$ cat config.mk
export PLATFORM = sky130hd
export DESIGN_NAME = bbe_cmd
export DESIGN_NICKNAME = d
export VERILOG_FILES = /design/src/rtl/bbe_pkg.sv /design/src/rtl/bbe_rate_lut.sv /design/src/rtl/bbe_cmd.sv
export VERILOG_INCLUDE_DIRS = /design/src /design/src/rtl
export SDC_FILE = /design/constraint.sdc
export NUM_CORES = 1
export LEC_CHECK = 0
export BUFFER_PORTS_ARGS = -buffer_cell sky130_fd_sc_hd__buf_2
export CORE_UTILIZATION = 45
export CTS_CLUSTER_DIAMETER = 200
export DETAILED_ROUTE_END_ITERATION = 10
export GPL_ROUTABILITY_DRIVEN = 0
export PLACE_DENSITY = 0.71
export REMOVE_ABC_BUFFERS = 1
export SYNTH_ARGS = -nofsm -noshare
export SYNTH_HDL_FRONTEND = slang
export SYNTH_SLANG_ARGS = --single-unit
export TNS_END_PERCENT = 10
$ cat constraint.sdc
create_clock -name clk_i -period 4.16 [get_ports clk_i]
set_clock_uncertainty 0.15 [all_clocks]
set_input_delay 0.624 -clock clk_i [delete_from_list [all_inputs] [get_ports clk_i]]
set_output_delay 0.624 -clock clk_i [all_outputs]
set_load 0.02 [all_outputs]
$ cat src/rtl/bbe_map.svh
// Purpose: Byte codes, lengths, status codes and rate table for the boot command block
// Assumes: Included by bare name from the design files
// Notes:   Definitions only
`ifndef BBE_MAP_SVH
`define BBE_MAP_SVH
// ****************************************
// Packet framing
// ****************************************
`define BBE_SOH         8'h01
`define BBE_SOD         8'h81
`define BBE_ETX         8'h03
`define BBE_CMD_BAUD    8'h34
`define BBE_CMD_ERASE   8'h12
`define BBE_RES_BAUD_ER 8'hB4
`define BBE_LEN_BAUD    16'h0005
`define BBE_LEN_ERASE   16'h0009
`define BBE_LEN_MAX     16'h0400
`define BBE_LEN_ZERO    16'h0000
`define BBE_LEN_ONE     16'h0001
`define BBE_CNT_CMD     16'h0000
`define BBE_CNT_F0_END  16'h0004
`define BBE_CNT_F1_END  16'h0008
`define BBE_RSP_LNH     8'h00
`define BBE_RSP_LNL     8'h0A
`define BBE_FILL        8'hFF
`define BBE_ZERO8       8'h00
// ****************************************
// Status codes
// ****************************************
`define BBE_STS_OK      8'h00
`define BBE_STS_PKT     8'hC1
`define BBE_STS_CSUM    8'hC2
`define BBE_STS_PARAM   8'hC3
// ****************************************
// Response byte positions
// ****************************************
`define BBE_IX_SOD      4'h0
`define BBE_IX_LNH      4'h1
`define BBE_IX_LNL      4'h2
`define BBE_IX_RES      4'h3
`define BBE_IX_STS      4'h4
`define BBE_IX_SUM      4'hD
`define BBE_IX_LAST     4'hE
`define BBE_IX_ONE      4'h1
// ****************************************
// Rates and settings {clock_select_bit, divisor, modulation}
// ****************************************
`define BBE_R9600       32'h00002580
`define BBE_R115K       32'h0001C200
`define BBE_R500K       32'h0007A120
`define BBE_R1M         32'h000F4240
`define BBE_R1M5        32'h0016E360
`define BBE_R2M         32'h001E8480
`define BBE_R4M         32'h003D0900
`define BBE_R6M         32'h005B8D80
`define BBE_A_9600      17'h0FFC9
`define BBE_A_115K      17'h01AFE
`define BBE_A_500K      17'h005F5
`define BBE_A_1M        17'h002F5
`define BBE_A_1M5       17'h001F5
`define BBE_A_2M        17'h000A3
`define BBE_A_4M        17'h100A3
`define BBE_A_6M        17'h100F5
`define BBE_D_9600      17'h0C2FF
`define BBE_D_115K      17'h00FFB
`define BBE_D_500K      17'h002CC
`define BBE_D_1M        17'h00088
`define BBE_D_1M5       17'h000CC
`define BBE_D_2M        17'h10088
`define BBE_SET_NONE    17'h00000
`define BBE_CKS         2'b00
`endif

$ cat src/rtl/bbe_pkg.sv
// Purpose: Types shared by the boot command block
// Assumes: Constants live in bbe_map.svh
// Notes:   Types only
package bbe_pkg;
	// Interpreter states
	typedef enum logic [3:0] {
		ST_WAIT, ST_LNH, ST_LNL, ST_BODY, ST_SUM, ST_ETX,
		ST_CHECK, ST_TX, ST_DRAIN, ST_ERASE
	} bbe_state_e;
	// Packed rate setting {clock_select_bit, divisor, modulation}
	typedef logic [16:0] bbe_rate_set_t;
endpackage : bbe_pkg

$ cat src/rtl/bbe_rate_lut.sv
// Purpose: Map a requested rate to serial baud generator settings
// Assumes: Purely combinational, same clock domain as the caller
// Notes:   Two device groups with different tables
`timescale 1ns/1ps
`include "bbe_map.svh"
module bbe_rate_lut (
	input  wire logic [31:0]           rate_i,     // Requested rate, bps
	input  wire logic                  group_d_i,  // Later device group table
	output logic                       ok_o,       // Rate supported
	output bbe_pkg::bbe_rate_set_t     set_o       // Settings for the rate
);
	// ****************************************
	// Lookup
	// ****************************************
	// Table per group; unsupported rates give zero settings
	always_comb
	begin
		ok_o  = 1'b1;
		set_o = `BBE_SET_NONE;
		case (rate_i)
			`BBE_R9600: set_o = group_d_i ? `BBE_D_9600 : `BBE_A_9600;
			`BBE_R115K: set_o = group_d_i ? `BBE_D_115K : `BBE_A_115K;
			`BBE_R500K: set_o = group_d_i ? `BBE_D_500K : `BBE_A_500K;
			`BBE_R1M:   set_o = group_d_i ? `BBE_D_1M : `BBE_A_1M;
			`BBE_R1M5:  set_o = group_d_i ? `BBE_D_1M5 : `BBE_A_1M5;
			`BBE_R2M:   set_o = group_d_i ? `BBE_D_2M : `BBE_A_2M;
			// Fast rates exist only on the first groups
			`BBE_R4M:
			begin
				ok_o  = !group_d_i;
				set_o = group_d_i ? `BBE_SET_NONE : `BBE_A_4M;
			end
			`BBE_R6M:
			begin
				ok_o  = !group_d_i;
				set_o = group_d_i ? `BBE_SET_NONE : `BBE_A_6M;
			end
			default: ok_o = 1'b0;
		endcase
	end
endmodule : bbe_rate_lut

$ cat src/rtl/bbe_cmd.sv
// Purpose: Boot command interpreter for the rate-set and erase commands
// Assumes: Byte streams on clk_i; uart_link_i and group_d_i are static levels
// Notes:   tx_idle_i must drop within one cycle of a byte being taken
//
// Contract
// - Hunt for start byte, drop others
// - Missing end byte gives packet error
// - Checksum mismatch gives checksum error
// - Bad lengths give packet error
// - Errors skip execution, return to wait
// - Non-serial link: answer OK, keep rate
// - Rate above reported maximum: parameter error
// - Unsupported rate: parameter error
// - OK first, then new rate, then wait
// - Error response layout with code 0xB4
// - Report highest priority error, fields all ones
// - First groups rate settings table
// - Later group rate settings table
// - Erase packet: 0x12, length nine, two addresses
// - Multi-byte fields most significant first
// - Erase unit by unit, start to end
// - Erase ignores block protection bits
// - Rate packet: 0x34, length five
// - Rate is four bytes, bps, big-endian
// - Host waits rate setting time
`timescale 1ns/1ps
`include "bbe_map.svh"
module bbe_cmd (
	input  wire logic        clk_i,                 // Core clock, 100 MHz
	input  wire logic        nrst_i,                // Async reset, active low
	input  wire logic        rx_valid_i,            // Received byte strobe
	input  wire logic [7:0]  rx_data_i,             // Received byte
	output logic             tx_valid_o,            // Response byte valid
	output logic [7:0]       tx_data_o,             // Response byte
	input  wire logic        tx_ready_i,            // Transmitter takes byte
	input  wire logic        tx_idle_i,             // Last bit has left the line
	input  wire logic        uart_link_i,           // Active link is two-wire serial
	input  wire logic        group_d_i,             // Later device group
	input  wire logic [31:0] max_reported_rate_i,   // Maximum rate from signature
	output logic [7:0]       rate_divisor_o,        // Baud divisor
	output logic [7:0]       rate_modulation_o,     // Baud modulation
	output logic             clock_select_bit_o,    // Baud clock select
	output logic [1:0]       clock_prescale_o,      // Baud prescale
	output logic             rate_load_o,           // New settings pulse
	output logic             erase_req_o,           // Erase one unit
	output logic [31:0]      erase_addr_o,          // Address of that unit
	input  wire logic [31:0] erase_unit_i,          // Erase access unit, bytes
	input  wire logic        erase_done_i,          // Unit erased
	output logic             erase_ignore_protect_o,// Bypass protection bits
	output logic             cmd_wait_o             // Waiting for a command
);
	// ****************************************
	// State and storage
	// ****************************************
	bbe_pkg::bbe_state_e    state_q;      // Interpreter state
	logic [15:0]            len_q;        // Packet length field
	logic [15:0]            cnt_q;        // Body byte counter
	logic [7:0]             cmd_q;        // Command code
	logic [31:0]            f0_q;         // First field
	logic [31:0]            f1_q;         // Second field
	logic [7:0]             sum_q;        // Running packet sum
	logic                   etx_ok_q;     // End byte seen
	logic [3:0]             idx_q;        // Response byte index
	logic [7:0]             res_q;        // Response code
	logic [7:0]             sts_q;        // Status code
	logic [7:0]             txsum_q;      // Running response sum
	logic [7:0]             tx_data_q;    // Byte on offer
	logic                   load_pend_q;  // Rate change after response
	bbe_pkg::bbe_rate_set_t set_q;        // Settings awaiting load
	logic [31:0]            end_q;        // Erase end address
	logic [31:0]            addr_q;       // Current erase address
	logic                   load_q;       // Load pulse register
	logic [7:0]             div_q;        // Divisor register
	logic [7:0]             mod_q;        // Modulation register
	logic                   cs_q;         // Clock select register

	// ****************************************
	// Rate lookup
	// ****************************************
	logic                   rate_ok;      // Rate in table
	bbe_pkg::bbe_rate_set_t rate_set;     // Settings for the rate
	bbe_rate_lut u_lut (
		.rate_i    (f0_q),
		.group_d_i (group_d_i),
		.ok_o      (rate_ok),
		.set_o     (rate_set)
	);

	// ****************************************
	// Packet analysis
	// ****************************************
	logic       chk_rsp;   // Send a response
	logic [7:0] chk_res;   // Its code
	logic [7:0] chk_sts;   // Its status
	logic       chk_load;  // Change rate after it
	logic       chk_erase; // Start erase
	logic       tx_take;   // Byte handed over
	logic [7:0] sum_nx;    // Response sum incl. current byte
	logic [7:0] byte_nx;   // Next response byte
	logic [32:0] addr_nx;  // Next erase address, with carry

	// Checks in priority order; first hit wins
	always_comb
	begin
		chk_rsp   = 1'b0;
		chk_res   = `BBE_RES_BAUD_ER;
		chk_sts   = `BBE_STS_OK;
		chk_load  = 1'b0;
		chk_erase = 1'b0;
		if (!etx_ok_q)
		begin
			chk_rsp = 1'b1;
			chk_sts = `BBE_STS_PKT;
		end
		else if (sum_q != `BBE_ZERO8)
		begin
			chk_rsp = 1'b1;
			chk_sts = `BBE_STS_CSUM;
		end
		else if (len_q == `BBE_LEN_ZERO || len_q > `BBE_LEN_MAX)
		begin
			chk_rsp = 1'b1;
			chk_sts = `BBE_STS_PKT;
		end
		else if ((cmd_q == `BBE_CMD_BAUD && len_q != `BBE_LEN_BAUD) ||
			(cmd_q == `BBE_CMD_ERASE && len_q != `BBE_LEN_ERASE))
		begin
			chk_rsp = 1'b1;
			chk_sts = `BBE_STS_PKT;
		end
		else if (cmd_q == `BBE_CMD_BAUD)
		begin
			chk_rsp = 1'b1;
			if (!uart_link_i)
			begin
				chk_res = `BBE_CMD_BAUD;
			end
			else if (f0_q > max_reported_rate_i)
			begin
				chk_sts = `BBE_STS_PARAM;
			end
			else if (!rate_ok)
			begin
				chk_sts = `BBE_STS_PARAM;
			end
			else
			begin
				chk_res  = `BBE_CMD_BAUD;
				chk_load = 1'b1;
			end
		end
		else if (cmd_q == `BBE_CMD_ERASE)
		begin
			chk_erase = 1'b1;
		end
		else
		begin
			// Other commands are not handled here
			chk_rsp = 1'b0;
		end
	end

	// ****************************************
	// Response builder
	// ****************************************
	assign tx_take = (state_q == bbe_pkg::ST_TX) && tx_ready_i;
	// Start byte is outside the sum
	assign sum_nx = (idx_q == `BBE_IX_SOD) ? `BBE_ZERO8 : (txsum_q + tx_data_q);

	// Byte that follows the one on offer
	always_comb
	begin
		case (idx_q + `BBE_IX_ONE)
			`BBE_IX_LNH: byte_nx = `BBE_RSP_LNH;
			`BBE_IX_LNL: byte_nx = `BBE_RSP_LNL;
			`BBE_IX_RES: byte_nx = res_q;
			`BBE_IX_STS: byte_nx = sts_q;
			`BBE_IX_SUM: byte_nx = `BBE_ZERO8 - sum_nx;
			`BBE_IX_LAST: byte_nx = `BBE_ETX;
			default: byte_nx = `BBE_FILL;
		endcase
	end

	// ****************************************
	// Interpreter sequence
	// ****************************************
	assign addr_nx = {1'b0, addr_q} + {1'b0, erase_unit_i};

	// Main state machine
	always_ff @(posedge clk_i or negedge nrst_i)
	begin
		if (!nrst_i)
		begin
			state_q <= bbe_pkg::ST_WAIT;
		end
		else
		begin
			case (state_q)
				bbe_pkg::ST_WAIT:
					if (rx_valid_i && rx_data_i == `BBE_SOH)
						state_q <= bbe_pkg::ST_LNH;
				bbe_pkg::ST_LNH:
					if (rx_valid_i)
						state_q <= bbe_pkg::ST_LNL;
				bbe_pkg::ST_LNL:
					if (rx_valid_i)
						state_q <= ({len_q[15:8], rx_data_i} == `BBE_LEN_ZERO) ?
							bbe_pkg::ST_SUM : bbe_pkg::ST_BODY;
				bbe_pkg::ST_BODY:
					if (rx_valid_i && cnt_q == len_q - `BBE_LEN_ONE)
						state_q <= bbe_pkg::ST_SUM;
				bbe_pkg::ST_SUM:
					if (rx_valid_i)
						state_q <= bbe_pkg::ST_ETX;
				bbe_pkg::ST_ETX:
					if (rx_valid_i)
						state_q <= bbe_pkg::ST_CHECK;
				bbe_pkg::ST_CHECK:
					// Errors drop straight back after the answer
					if (chk_rsp)
						state_q <= bbe_pkg::ST_TX;
					else if (chk_erase)
						state_q <= bbe_pkg::ST_ERASE;
					else
						state_q <= bbe_pkg::ST_WAIT;
				bbe_pkg::ST_TX:
					if (tx_take && idx_q == `BBE_IX_LAST)
						state_q <= load_pend_q ? bbe_pkg::ST_DRAIN : bbe_pkg::ST_WAIT;
				bbe_pkg::ST_DRAIN:
					// Old rate holds until the line is quiet
					if (tx_idle_i)
						state_q <= bbe_pkg::ST_WAIT;
				bbe_pkg::ST_ERASE:
					// Unaligned ends are the host's problem
					if (erase_done_i && (addr_nx[32] || addr_nx[31:0] > end_q ||
						erase_unit_i == 32'h0000_0000))
						state_q <= bbe_pkg::ST_WAIT;
				default: state_q <= bbe_pkg::ST_WAIT;
			endcase
		end
	end

	// Packet capture, fields shifted in big-endian
	always_ff @(posedge clk_i or negedge nrst_i)
	begin
		if (!nrst_i)
		begin
			len_q    <= `BBE_LEN_ZERO;
			cnt_q    <= `BBE_LEN_ZERO;
			cmd_q    <= `BBE_ZERO8;
			f0_q     <= 32'h0000_0000;
			f1_q     <= 32'h0000_0000;
			sum_q    <= `BBE_ZERO8;
			etx_ok_q <= 1'b0;
		end
		else if (rx_valid_i)
		begin
			case (state_q)
				bbe_pkg::ST_WAIT:
				begin
					sum_q <= `BBE_ZERO8;
					cnt_q <= `BBE_LEN_ZERO;
				end
				bbe_pkg::ST_LNH:
				begin
					len_q <= {rx_data_i, `BBE_ZERO8};
					sum_q <= sum_q + rx_data_i;
				end
				bbe_pkg::ST_LNL:
				begin
					len_q <= {len_q[15:8], rx_data_i};
					sum_q <= sum_q + rx_data_i;
				end
				bbe_pkg::ST_BODY:
				begin
					sum_q <= sum_q + rx_data_i;
					cnt_q <= cnt_q + `BBE_LEN_ONE;
					if (cnt_q == `BBE_CNT_CMD)
						cmd_q <= rx_data_i;
					else if (cnt_q <= `BBE_CNT_F0_END)
						f0_q <= {f0_q[23:0], rx_data_i};
					else if (cnt_q <= `BBE_CNT_F1_END)
						f1_q <= {f1_q[23:0], rx_data_i};
				end
				bbe_pkg::ST_SUM: sum_q <= sum_q + rx_data_i;
				bbe_pkg::ST_ETX: etx_ok_q <= (rx_data_i == `BBE_ETX);
				default: etx_ok_q <= etx_ok_q;
			endcase
		end
	end

	// Response registers
	always_ff @(posedge clk_i or negedge nrst_i)
	begin
		if (!nrst_i)
		begin
			idx_q       <= `BBE_IX_SOD;
			res_q       <= `BBE_ZERO8;
			sts_q       <= `BBE_ZERO8;
			txsum_q     <= `BBE_ZERO8;
			tx_data_q   <= `BBE_ZERO8;
			load_pend_q <= 1'b0;
			set_q       <= `BBE_SET_NONE;
		end
		else if (state_q == bbe_pkg::ST_CHECK)
		begin
			idx_q       <= `BBE_IX_SOD;
			res_q       <= chk_res;
			sts_q       <= chk_sts;
			txsum_q     <= `BBE_ZERO8;
			tx_data_q   <= `BBE_SOD;
			load_pend_q <= chk_rsp && chk_load;
			set_q       <= rate_set;
		end
		else if (tx_take && idx_q != `BBE_IX_LAST)
		begin
			idx_q     <= idx_q + `BBE_IX_ONE;
			txsum_q   <= sum_nx;
			tx_data_q <= byte_nx;
		end
	end

	// Baud generator settings, loaded once the line is idle
	always_ff @(posedge clk_i or negedge nrst_i)
	begin
		if (!nrst_i)
		begin
			load_q <= 1'b0;
			div_q  <= `BBE_ZERO8;
			mod_q  <= `BBE_ZERO8;
			cs_q   <= 1'b0;
		end
		else
		begin
			load_q <= (state_q == bbe_pkg::ST_DRAIN) && tx_idle_i;
			if (state_q == bbe_pkg::ST_DRAIN && tx_idle_i)
			begin
				{cs_q, div_q, mod_q} <= set_q;
			end
		end
	end

	// Erase walk from start to end
	always_ff @(posedge clk_i or negedge nrst_i)
	begin
		if (!nrst_i)
		begin
			addr_q <= 32'h0000_0000;
			end_q  <= 32'h0000_0000;
		end
		else if (state_q == bbe_pkg::ST_CHECK && chk_erase)
		begin
			addr_q <= f0_q;
			end_q  <= f1_q;
		end
		else if (state_q == bbe_pkg::ST_ERASE && erase_done_i)
		begin
			addr_q <= addr_nx[31:0];
		end
	end

	// ****************************************
	// Outputs
	// ****************************************
	assign tx_valid_o             = (state_q == bbe_pkg::ST_TX);
	assign tx_data_o              = tx_data_q;
	assign rate_divisor_o         = div_q;
	assign rate_modulation_o      = mod_q;
	assign clock_select_bit_o     = cs_q;
	assign clock_prescale_o       = `BBE_CKS;
	assign rate_load_o            = load_q;
	assign erase_req_o            = (state_q == bbe_pkg::ST_ERASE);
	assign erase_addr_o           = addr_q;
	assign erase_ignore_protect_o = (state_q == bbe_pkg::ST_ERASE);
	assign cmd_wait_o             = (state_q == bbe_pkg::ST_WAIT);

	// ****************************************
	// Checks
	// ****************************************
	a_wait_hunt: assert property (@(posedge clk_i) disable iff (!nrst_i)
		(state_q == bbe_pkg::ST_WAIT && rx_valid_i && rx_data_i != `BBE_SOH)
		|=> state_q == bbe_pkg::ST_WAIT)
		else $error("non-start byte left wait");
	a_etx_first: assert property (@(posedge clk_i) disable iff (!nrst_i)
		(state_q == bbe_pkg::ST_CHECK && !etx_ok_q)
		|=> state_q == bbe_pkg::ST_TX && sts_q == `BBE_STS_PKT)
		else $error("missing end byte not reported");
	a_sum_error: assert property (@(posedge clk_i) disable iff (!nrst_i)
		(state_q == bbe_pkg::ST_CHECK && etx_ok_q && sum_q != `BBE_ZERO8)
		|=> sts_q == `BBE_STS_CSUM)
		else $error("checksum error not reported");
	a_len_error: assert property (@(posedge clk_i) disable iff (!nrst_i)
		(state_q == bbe_pkg::ST_CHECK && etx_ok_q && sum_q == `BBE_ZERO8 &&
		cmd_q == `BBE_CMD_BAUD && len_q != `BBE_LEN_BAUD)
		|=> sts_q == `BBE_STS_PKT && !load_pend_q)
		else $error("bad length not reported");
	a_no_change: assert property (@(posedge clk_i) disable iff (!nrst_i)
		(state_q == bbe_pkg::ST_CHECK && !uart_link_i)
		|=> !load_pend_q && res_q != `BBE_CMD_ERASE)
		else $error("rate change armed off serial link");
	a_rate_max: assert property (@(posedge clk_i) disable iff (!nrst_i)
		(state_q == bbe_pkg::ST_CHECK && etx_ok_q && sum_q == `BBE_ZERO8 &&
		cmd_q == `BBE_CMD_BAUD && len_q == `BBE_LEN_BAUD && uart_link_i &&
		f0_q > max_reported_rate_i)
		|=> sts_q == `BBE_STS_PARAM && !load_pend_q)
		else $error("rate above maximum accepted");
	a_load_idle: assert property (@(posedge clk_i) disable iff (!nrst_i)
		rate_load_o |-> $past(state_q == bbe_pkg::ST_DRAIN) && $past(tx_idle_i))
		else $error("rate loaded before line idle");
	a_ok_then_set: assert property (@(posedge clk_i) disable iff (!nrst_i)
		(tx_take && idx_q == `BBE_IX_LAST && load_pend_q)
		|=> state_q == bbe_pkg::ST_DRAIN ##[0:300] rate_load_o)
		else $error("rate not set after OK");
	a_sum_byte: assert property (@(posedge clk_i) disable iff (!nrst_i)
		(tx_valid_o && idx_q == `BBE_IX_SUM) |-> tx_data_q + txsum_q == `BBE_ZERO8)
		else $error("response checksum wrong");
	a_erase_step: assert property (@(posedge clk_i) disable iff (!nrst_i)
		(erase_req_o && erase_done_i && state_q == bbe_pkg::ST_ERASE)
		|=> addr_q == $past(addr_q) + $past(erase_unit_i))
		else $error("erase address did not step by unit");
	a_err_no_exec: assert property (@(posedge clk_i) disable iff (!nrst_i)
		(state_q == bbe_pkg::ST_CHECK && chk_sts != `BBE_STS_OK)
		|=> !erase_req_o ##1 !rate_load_o)
		else $error("execution after error");
endmodule : bbe_cmd

; Word-level counts from Yosys, hierarchy flattened
; Cells that the tools add are included.
[totals]
input_bits = 80
output_inout_bits = 64
elab_cells = 191
ff_bits = 253
[op_classes]
addsub = 7
muxes = 72
n_bitwise = 3
n_lt_le_gt_ge = 5
reduce_logical = 41
n_eq_ne = 41
[op_table]
columns = op, count
row1 = $mux W8, 21
row2 = $pmux W17 S8, 1
row3 = $eq A32 B21 Y1 const B, 2
row4 = $gt A32 B32 Y1, 2
row5 = $mux W32, 2
row6 = $pmux W16 S2, 2
row7 = $mux W4, 14
row8 = $mux W17, 3
row9 = $logic_not A16 Y1, 3
row10 = $pmux W8 S6, 1
row11 = $pmux W4 S10, 1
row12 = $add A32 B32 Y33, 1
row13 = $eq A32 B14 Y1 const B, 1
row14 = $eq A32 B17 Y1 const B, 1
row15 = $eq A32 B19 Y1 const B, 1
row16 = $eq A32 B20 Y1 const B, 1
row17 = $eq A32 B22 Y1 const B, 1
row18 = $eq A32 B23 Y1 const B, 1
row19 = $logic_not A32 Y1, 1
row20 = $eq A4 B3 Y1 const B, 5
row21 = $eq A4 B4 Y1 const B, 5
row22 = $mux W1, 19
row23 = $add A16 B1 Y16 const B, 1
row24 = $add A8 B8 Y8, 2
row25 = 41 further kinds, 77

; Longest topological paths before layout
[depth]
ltp_word = 12
mapped_depth = 20
depth_no_buf = 19

; Hierarchy
; From an unflattened synthesis, not the netlist that was laid out.
[hier_totals]
hier_cells = 1668
hier_area_um2 = 15303.4
[by_module_without_submodules]
columns = module, cells_each, area_per_inst_um2, n_inst, seq_area_each_um2
row1 = bbe_cmd, 1573, 14721.6, 1, 6055.8
row2 = bbe_rate_lut, 95, 581.8, 1, 0.0

; Least setup slack after synthesis
; Ideal clock, no wire load.
[synth_timing]
kind = in2reg
from = input port erase_unit_i[11]
to = register state_q[0]
setup_time_ns = 0.125
arrival_time_ns = 4.404
n_path_buf = 1
cell_stages = 19
setup_slack_ns = -0.519
required_ns = 3.885
cell_sequence = ha_1 -> clkbuf_1 -> and4_1 -> nand2_1 -> a2111oi_0 -> nor3_1 -> o211a_1 -> nor3_1 -> a21o_1 -> a21oi_1 -> xnor2_1 -> ha_1 -> nand4_1 -> nor4_1 -> o21ai_0 -> a31oi_1 -> o211ai_1 -> a31oi_4 -> mux2_4
[synth_between]
elab_chain_cells = 7
elab_cells_between_ends = 8
cone_classes = add/sub: 1 / order compare: 1 / eq/ne: 1 / reduce/logical: 5
[synth_lines]
columns = element, line
row1 = "start, declared", bbe_cmd.sv:47  ; input wire logic [31:0] erase_unit_i,
row2 = $add A32 B32 Y33, bbe_cmd.sv:187  ; assign addr_nx = {1'b0, addr_q} + {1'b0, erase_unit_i};
row3 = $gt A32 B32 Y1, bbe_cmd.sv:235  ; if (erase_done_i && (addr_nx[32] || addr_nx[31:0] > end_q ||
row4 = $logic_or A1 B1 Y1, bbe_cmd.sv:235
row5 = $logic_or A1 B1 Y1 (*), bbe_cmd.sv:235
row6 = $logic_and A1 B1 Y1 (*), bbe_cmd.sv:235
row7 = $ne A2 B1 Y1 (no source line) (*), --
row8 = $reduce_and A9 Y1 (no source line) (*), --
row9 = "end signal, assigned", bbe_cmd.sv:232  ; state_q <= bbe_pkg::ST_WAIT;
row10 = "end signal, assigned", bbe_cmd.sv:237  ; state_q <= bbe_pkg::ST_WAIT;
row11 = "end signal, assigned", bbe_cmd.sv:238  ; default: state_q <= bbe_pkg::ST_WAIT;
row12 = "end, declared", bbe_cmd.sv:55  ; bbe_pkg::bbe_state_e state_q;
; Mark *: on every way between the ends. The rest lies on a longest branch, timed or not.
; A chain may end at the register's enable or synchronous reset.

; Worst setup path after layout
[layout_timing]
from = register addr_q[10], in the netlist erase_addr_o[10]
to = register state_q[0]
[layout_between]
elab_chain_cells = 7
[layout_lines]
columns = element, line
row1 = "start, declared", bbe_cmd.sv:71  ; logic [31:0] addr_q;
row2 = "start signal, assigned", bbe_cmd.sv:353  ; addr_q <= f0_q;
row3 = "start signal, assigned", bbe_cmd.sv:358  ; addr_q <= addr_nx[31:0];
row4 = $add A32 B32 Y33 (*), bbe_cmd.sv:187
row5 = $gt A32 B32 Y1, bbe_cmd.sv:235
row6 = $logic_or A1 B1 Y1 (*) (2 in a row), bbe_cmd.sv:235
row7 = $logic_and A1 B1 Y1 (*), bbe_cmd.sv:235
row8 = $ne A2 B1 Y1 (no source line) (*), --
row9 = $reduce_and A9 Y1 (no source line) (*), --
; Marks and branches as above.

==> flow_summary_export.csv <==
group,metric,value,unit
setup_path,worst_ep_arrival_time,5.03,ns
floorplanning,coreArea,0.0329,mm²
setup_path,path_max_fanout,7,
finish,drive_above_1_share,24.3,%
power_and_ir_drop,total_power,13000,µW
logic_synthesis,ys.warnings.count,0,
sta,fin_crit_sh,114,%
setup_path,cp_data_required_time,4.45,ns
floorplanning,row_count,66,
logic_synthesis,postSynthCellCount,1655,
power_and_ir_drop,power_frac_seq,29.2,%
clock_tree,htreeDepth,1,
clock_tree,clock_latency,0.55,ns
global_route,grt_usage,25.8,%
drt,dr.first_iter.drc_count,1145,
logic_synthesis,async_flop_share,100,%
logic_synthesis,ys_types,83,
logic_synthesis,ys_ff_latch,240,
sta,maxSlewHeadroom,31.6,%
run,maxCapViolCount,0,
placement,dpl-instance-area,0.0172,mm²
outcome,violations,"negative setup slack",
drt,drtAntennaViolNets,0,
power_and_ir_drop,p_sw_share,42.1,%
hold_path,hp-start,"uart_link_i",
logic_synthesis,ys.flop_type,"dfrtp_1",
placement,pre_cts_slack,-1.15,ns
hold_path,hold_end,"res_q[7]",
finish,final_area,0.0185,mm²
sta,tightest_slew,1.02,ns
sta,rsz0062_at_grt,"true",
outcome,status,"finished with violations",
drt,wl_per_cell,18.7,µm
logic_synthesis,syn_area,0.0152,mm²
sta,holdWs,0.211,ns
finish,diodes,0,
global_route,antenna_found_initial,0,
finish,fill_cells,2907,
logic_synthesis,yosysSeqAreaShare,39.5,%
drt,vias_per_cell,5.77,
setup_path,rr_worst_depth,19,
drt,num_vias,13689,
hold_path,worstHoldPathType,"in -> reg",
hold_path,hold_path_depth,3,
floorplanning,die_y,186,µm
placement,hpwl,32.8,mm
power_and_ir_drop,p_leak,0.00918,µW
floorplanning,start_util,46.2,%
drt,wirelength,44.5,mm
clock_tree,path_clk_slew,0.06,ns
power_and_ir_drop,combPwrFrac,51.1,%
sta,finalMaxSlewViolations,0,
power_and_ir_drop,peakVddDrop,0.374,mV
finish,final_nets,2110,
power_and_ir_drop,p_int,7500,µW
clock_tree,cts_buffers,28,
power_and_ir_drop,pwr-share-clk,19.6,%
global_route,overflow,0,
setup_path,crit_path_start_kind,"flip-flop",
clock_tree,cts_tree,"done",
sta,fin_ws,-0.585,ns
global_route,grt_pass1_wl,70.4,mm
floorplanning,die-area,0.0345,mm²
logic_synthesis,synth_edf_count,0,
global_route,grt_max_degree,93,
floorplanning,fp.dieW,186,µm
placement,portBuffers,141,
global_route,grt_pass1_vias,13348,
setup_path,timing.rr.end,"state_q[0]",
sta,hold_viol,0,
drt,drc_errors,0,
setup_path,timing.rr.start,"erase_addr_o[10]",
power_and_ir_drop,cellPowerDensity,702,mW/mm²
setup_path,endpoint_kind,"flip-flop",
logic_synthesis,avgSynthCellArea,9.18,µm²
finish,final_core_util,56.2,%
clock_tree,clock-sinks,240,
clock_tree,root_buffer,"clkbuf_16",
clock_tree,clock_path_buffers,3,
sta,finalSetupViolCount,4,
sta,timing.fmax,211,MHz
drt,dr.pass1.iters,6,
power_and_ir_drop,netSwitchingPower,5460,µW
sta,fin_crit,4.74,ns
setup_path,rrSetupSlack,-0.58,ns
finish,area_delta_synth_final,21.5,%
setup_path,crit_type,"reg -> reg",
floorplanning,io_pins,144,
[cell usage in the layout, fill, tap and decap left out, drive strengths merged, types with 12 or more instances in the layout]
master  synthesis  final
nor2b          12     12
nand2         233    233
a22oi          24     24
o21ai         114    114
clkbuf         49     32
a22o           22     22
nor4           32     32
and3           21     21
inv            86     91
nand4          38     38
a21oi          93     93
ha            119    119
mux2           75     75
nand2b         13     13
buf            20    290
nand3          44     44
xnor2          45     45
dfrtp         240    240
or3            14     14
a31oi          18     18
xor2           34     34
a21o           54     54
nor2           82     82
nor3           29     29
[power groups by stage]
| stage | combinational [µW] | clock, µW | sequential (µW) |
|---|---|---|---|
| global route | 7290 | 2680 | 3870 |
| finish | 6630 | 2540 | 3790 |
| global placement | 6040 | 0 | 3770 |
| CTS | 6390 | 2580 | 3760 |
| detailed placement | 6230 | 0 | 3790 |
| floorplan | 3780 | 0 | 3800 |
[cell families (layout without fill, tap and decap cells)]
| family | count (synthesis) | after routing | synth area share (%) |
|---|---|---|---|
| other cells | 1 | 2 | 0.0247 |
| fa+ha+maj | 122 | 122 | 10.2 |
| compound gates | 400 | 400 | 16.8 |
| mux | 80 | 80 | 5.92 |
| flops | 240 | 240 | 39.5 |
| buf+inv | 156 | 430 | 4.15 |
| simple gates | 577 | 577 | 18.8 |
| xor+xnor | 79 | 79 | 4.56 |
[synthesized netlist by cell type, types with 4 or more instances]
library cell,instances,area share [%]
a211oi_1,8,0.40
a21boi_0,4,0.20
a21o_1,54,2.7
a21oi_1,93,3.1
a221oi_1,4,0.23
a22o_1,21,1.2
a22oi_1,24,1.2
a31oi_1,17,0.70
and2_1,9,0.37
and3_1,21,0.87
and4_1,5,0.29
buf_2,12,0.40
buf_4,6,0.30
clkbuf_1,49,1.2
dfrtp_1,240,40
ha_1,119,9.8
inv_1,85,2.1
mux2_2,74,5.5
mux2i_1,5,0.33
nand2_1,233,5.8
nand2b_1,13,0.54
nand3_1,44,1.5
nand3b_1,4,0.20
nand4_1,38,1.6
nor2_1,82,2.0
nor2b_1,12,0.49
nor3_1,29,0.96
nor3b_1,6,0.30
nor4_1,29,1.2
nor4b_1,5,0.29
o211ai_1,11,0.54
o21a_1,11,0.54
o21ai_0,112,3.7
o21bai_1,7,0.35
or2_2,8,0.33
or3_1,12,0.49
or4_1,6,0.30
xnor2_1,45,2.6
xor2_1,34,2.0
[flip-flops by register name, summed over array words and instances, names as in the netlist, 7 cells and up]
signal,cells
end_q,32
erase_addr_o,32
f0_q,32
f1_q,32
cnt_q,16
len_q,16
set_q,16
cmd_q,8
rate_modulation_o,8
sum_q,8
tx_data_o,8
txsum_q,8
rate_divisor_o,7
[worst max path at each step]
stage	from	to	cells past startpoint
final	erase_addr_o[10]	state_q[0]	19
after floorplan	len_q[0]	erase_addr_o[31]	11
after detailed placement	erase_unit_i[1]	state_q[0]	22
after global placement	erase_unit_i[1]	state_q[0]	22
after global routing	erase_addr_o[10]	state_q[0]	20
after CTS	erase_addr_o[0]	state_q[0]	21
[worst max-delay path: stages, from the launching register on]
cell	delay, ns
dfrtp_1	0.42
ha_4	0.23
buf_6	0.13
a21o_1	0.21
a221oi_4	0.29
a21oi_2	0.11
nor3_4	0.31
o21ai_2	0.12
a41o_1	0.28
a21oi_2	0.21
xnor2_2	0.15
ha_1	0.27
nand4_1	0.13
buf_4	0.14
nor3_1	0.05
a221oi_1	0.39
o21ai_1	0.12
o211ai_1	0.40
a31oi_4	0.18
mux2_4	0.33
[routing by layer]
| layer | share of wire (%) | GRT usage (%) |
|---|---|---|
| met4 | 2.9 | 8.33 |
| met2 | 46 | 42.4 |
| met1 | 44 | 35.0 |
| met5 | 0 | 0 |
| met3 | 6.4 | 3.40 |
[final cells by class]
type	count	area (µm²)	share of cell area (%)
clock buffers	32	726	3.93
clock inverters	20	226	1.23
inverters	87	327	1.77
multi-input cells	1260	8750	47.4
flip-flops and latches	240	6010	32.5
well taps	442	553	3.00
repair buffers	291	1870	10.1
[timing repair]
action / in CTS / in global routing
gates cloned: 0 / 0
resized for setup: 24 / 15
pin swaps: 26 / 18
endpoints found under the setup margin: 4 / 4
hold buffers: 1 / 0
buffers inserted: 8 / 4
hold endpoints to repair: 61 / 0
[metrics by stage]
stage | TNS (ns) | cells
5_1_grt | -2.71 | 2372
3_5_place_dp | -4.48 | 2309
2_1_floorplan | -24.11 | 1587
3_3_place_gp | -3.73 | 2309
4_1_cts | -1.13 | 2368
6_report | -2.09 | 2372
No activity file was read; power rests on OpenSTA's default activity.
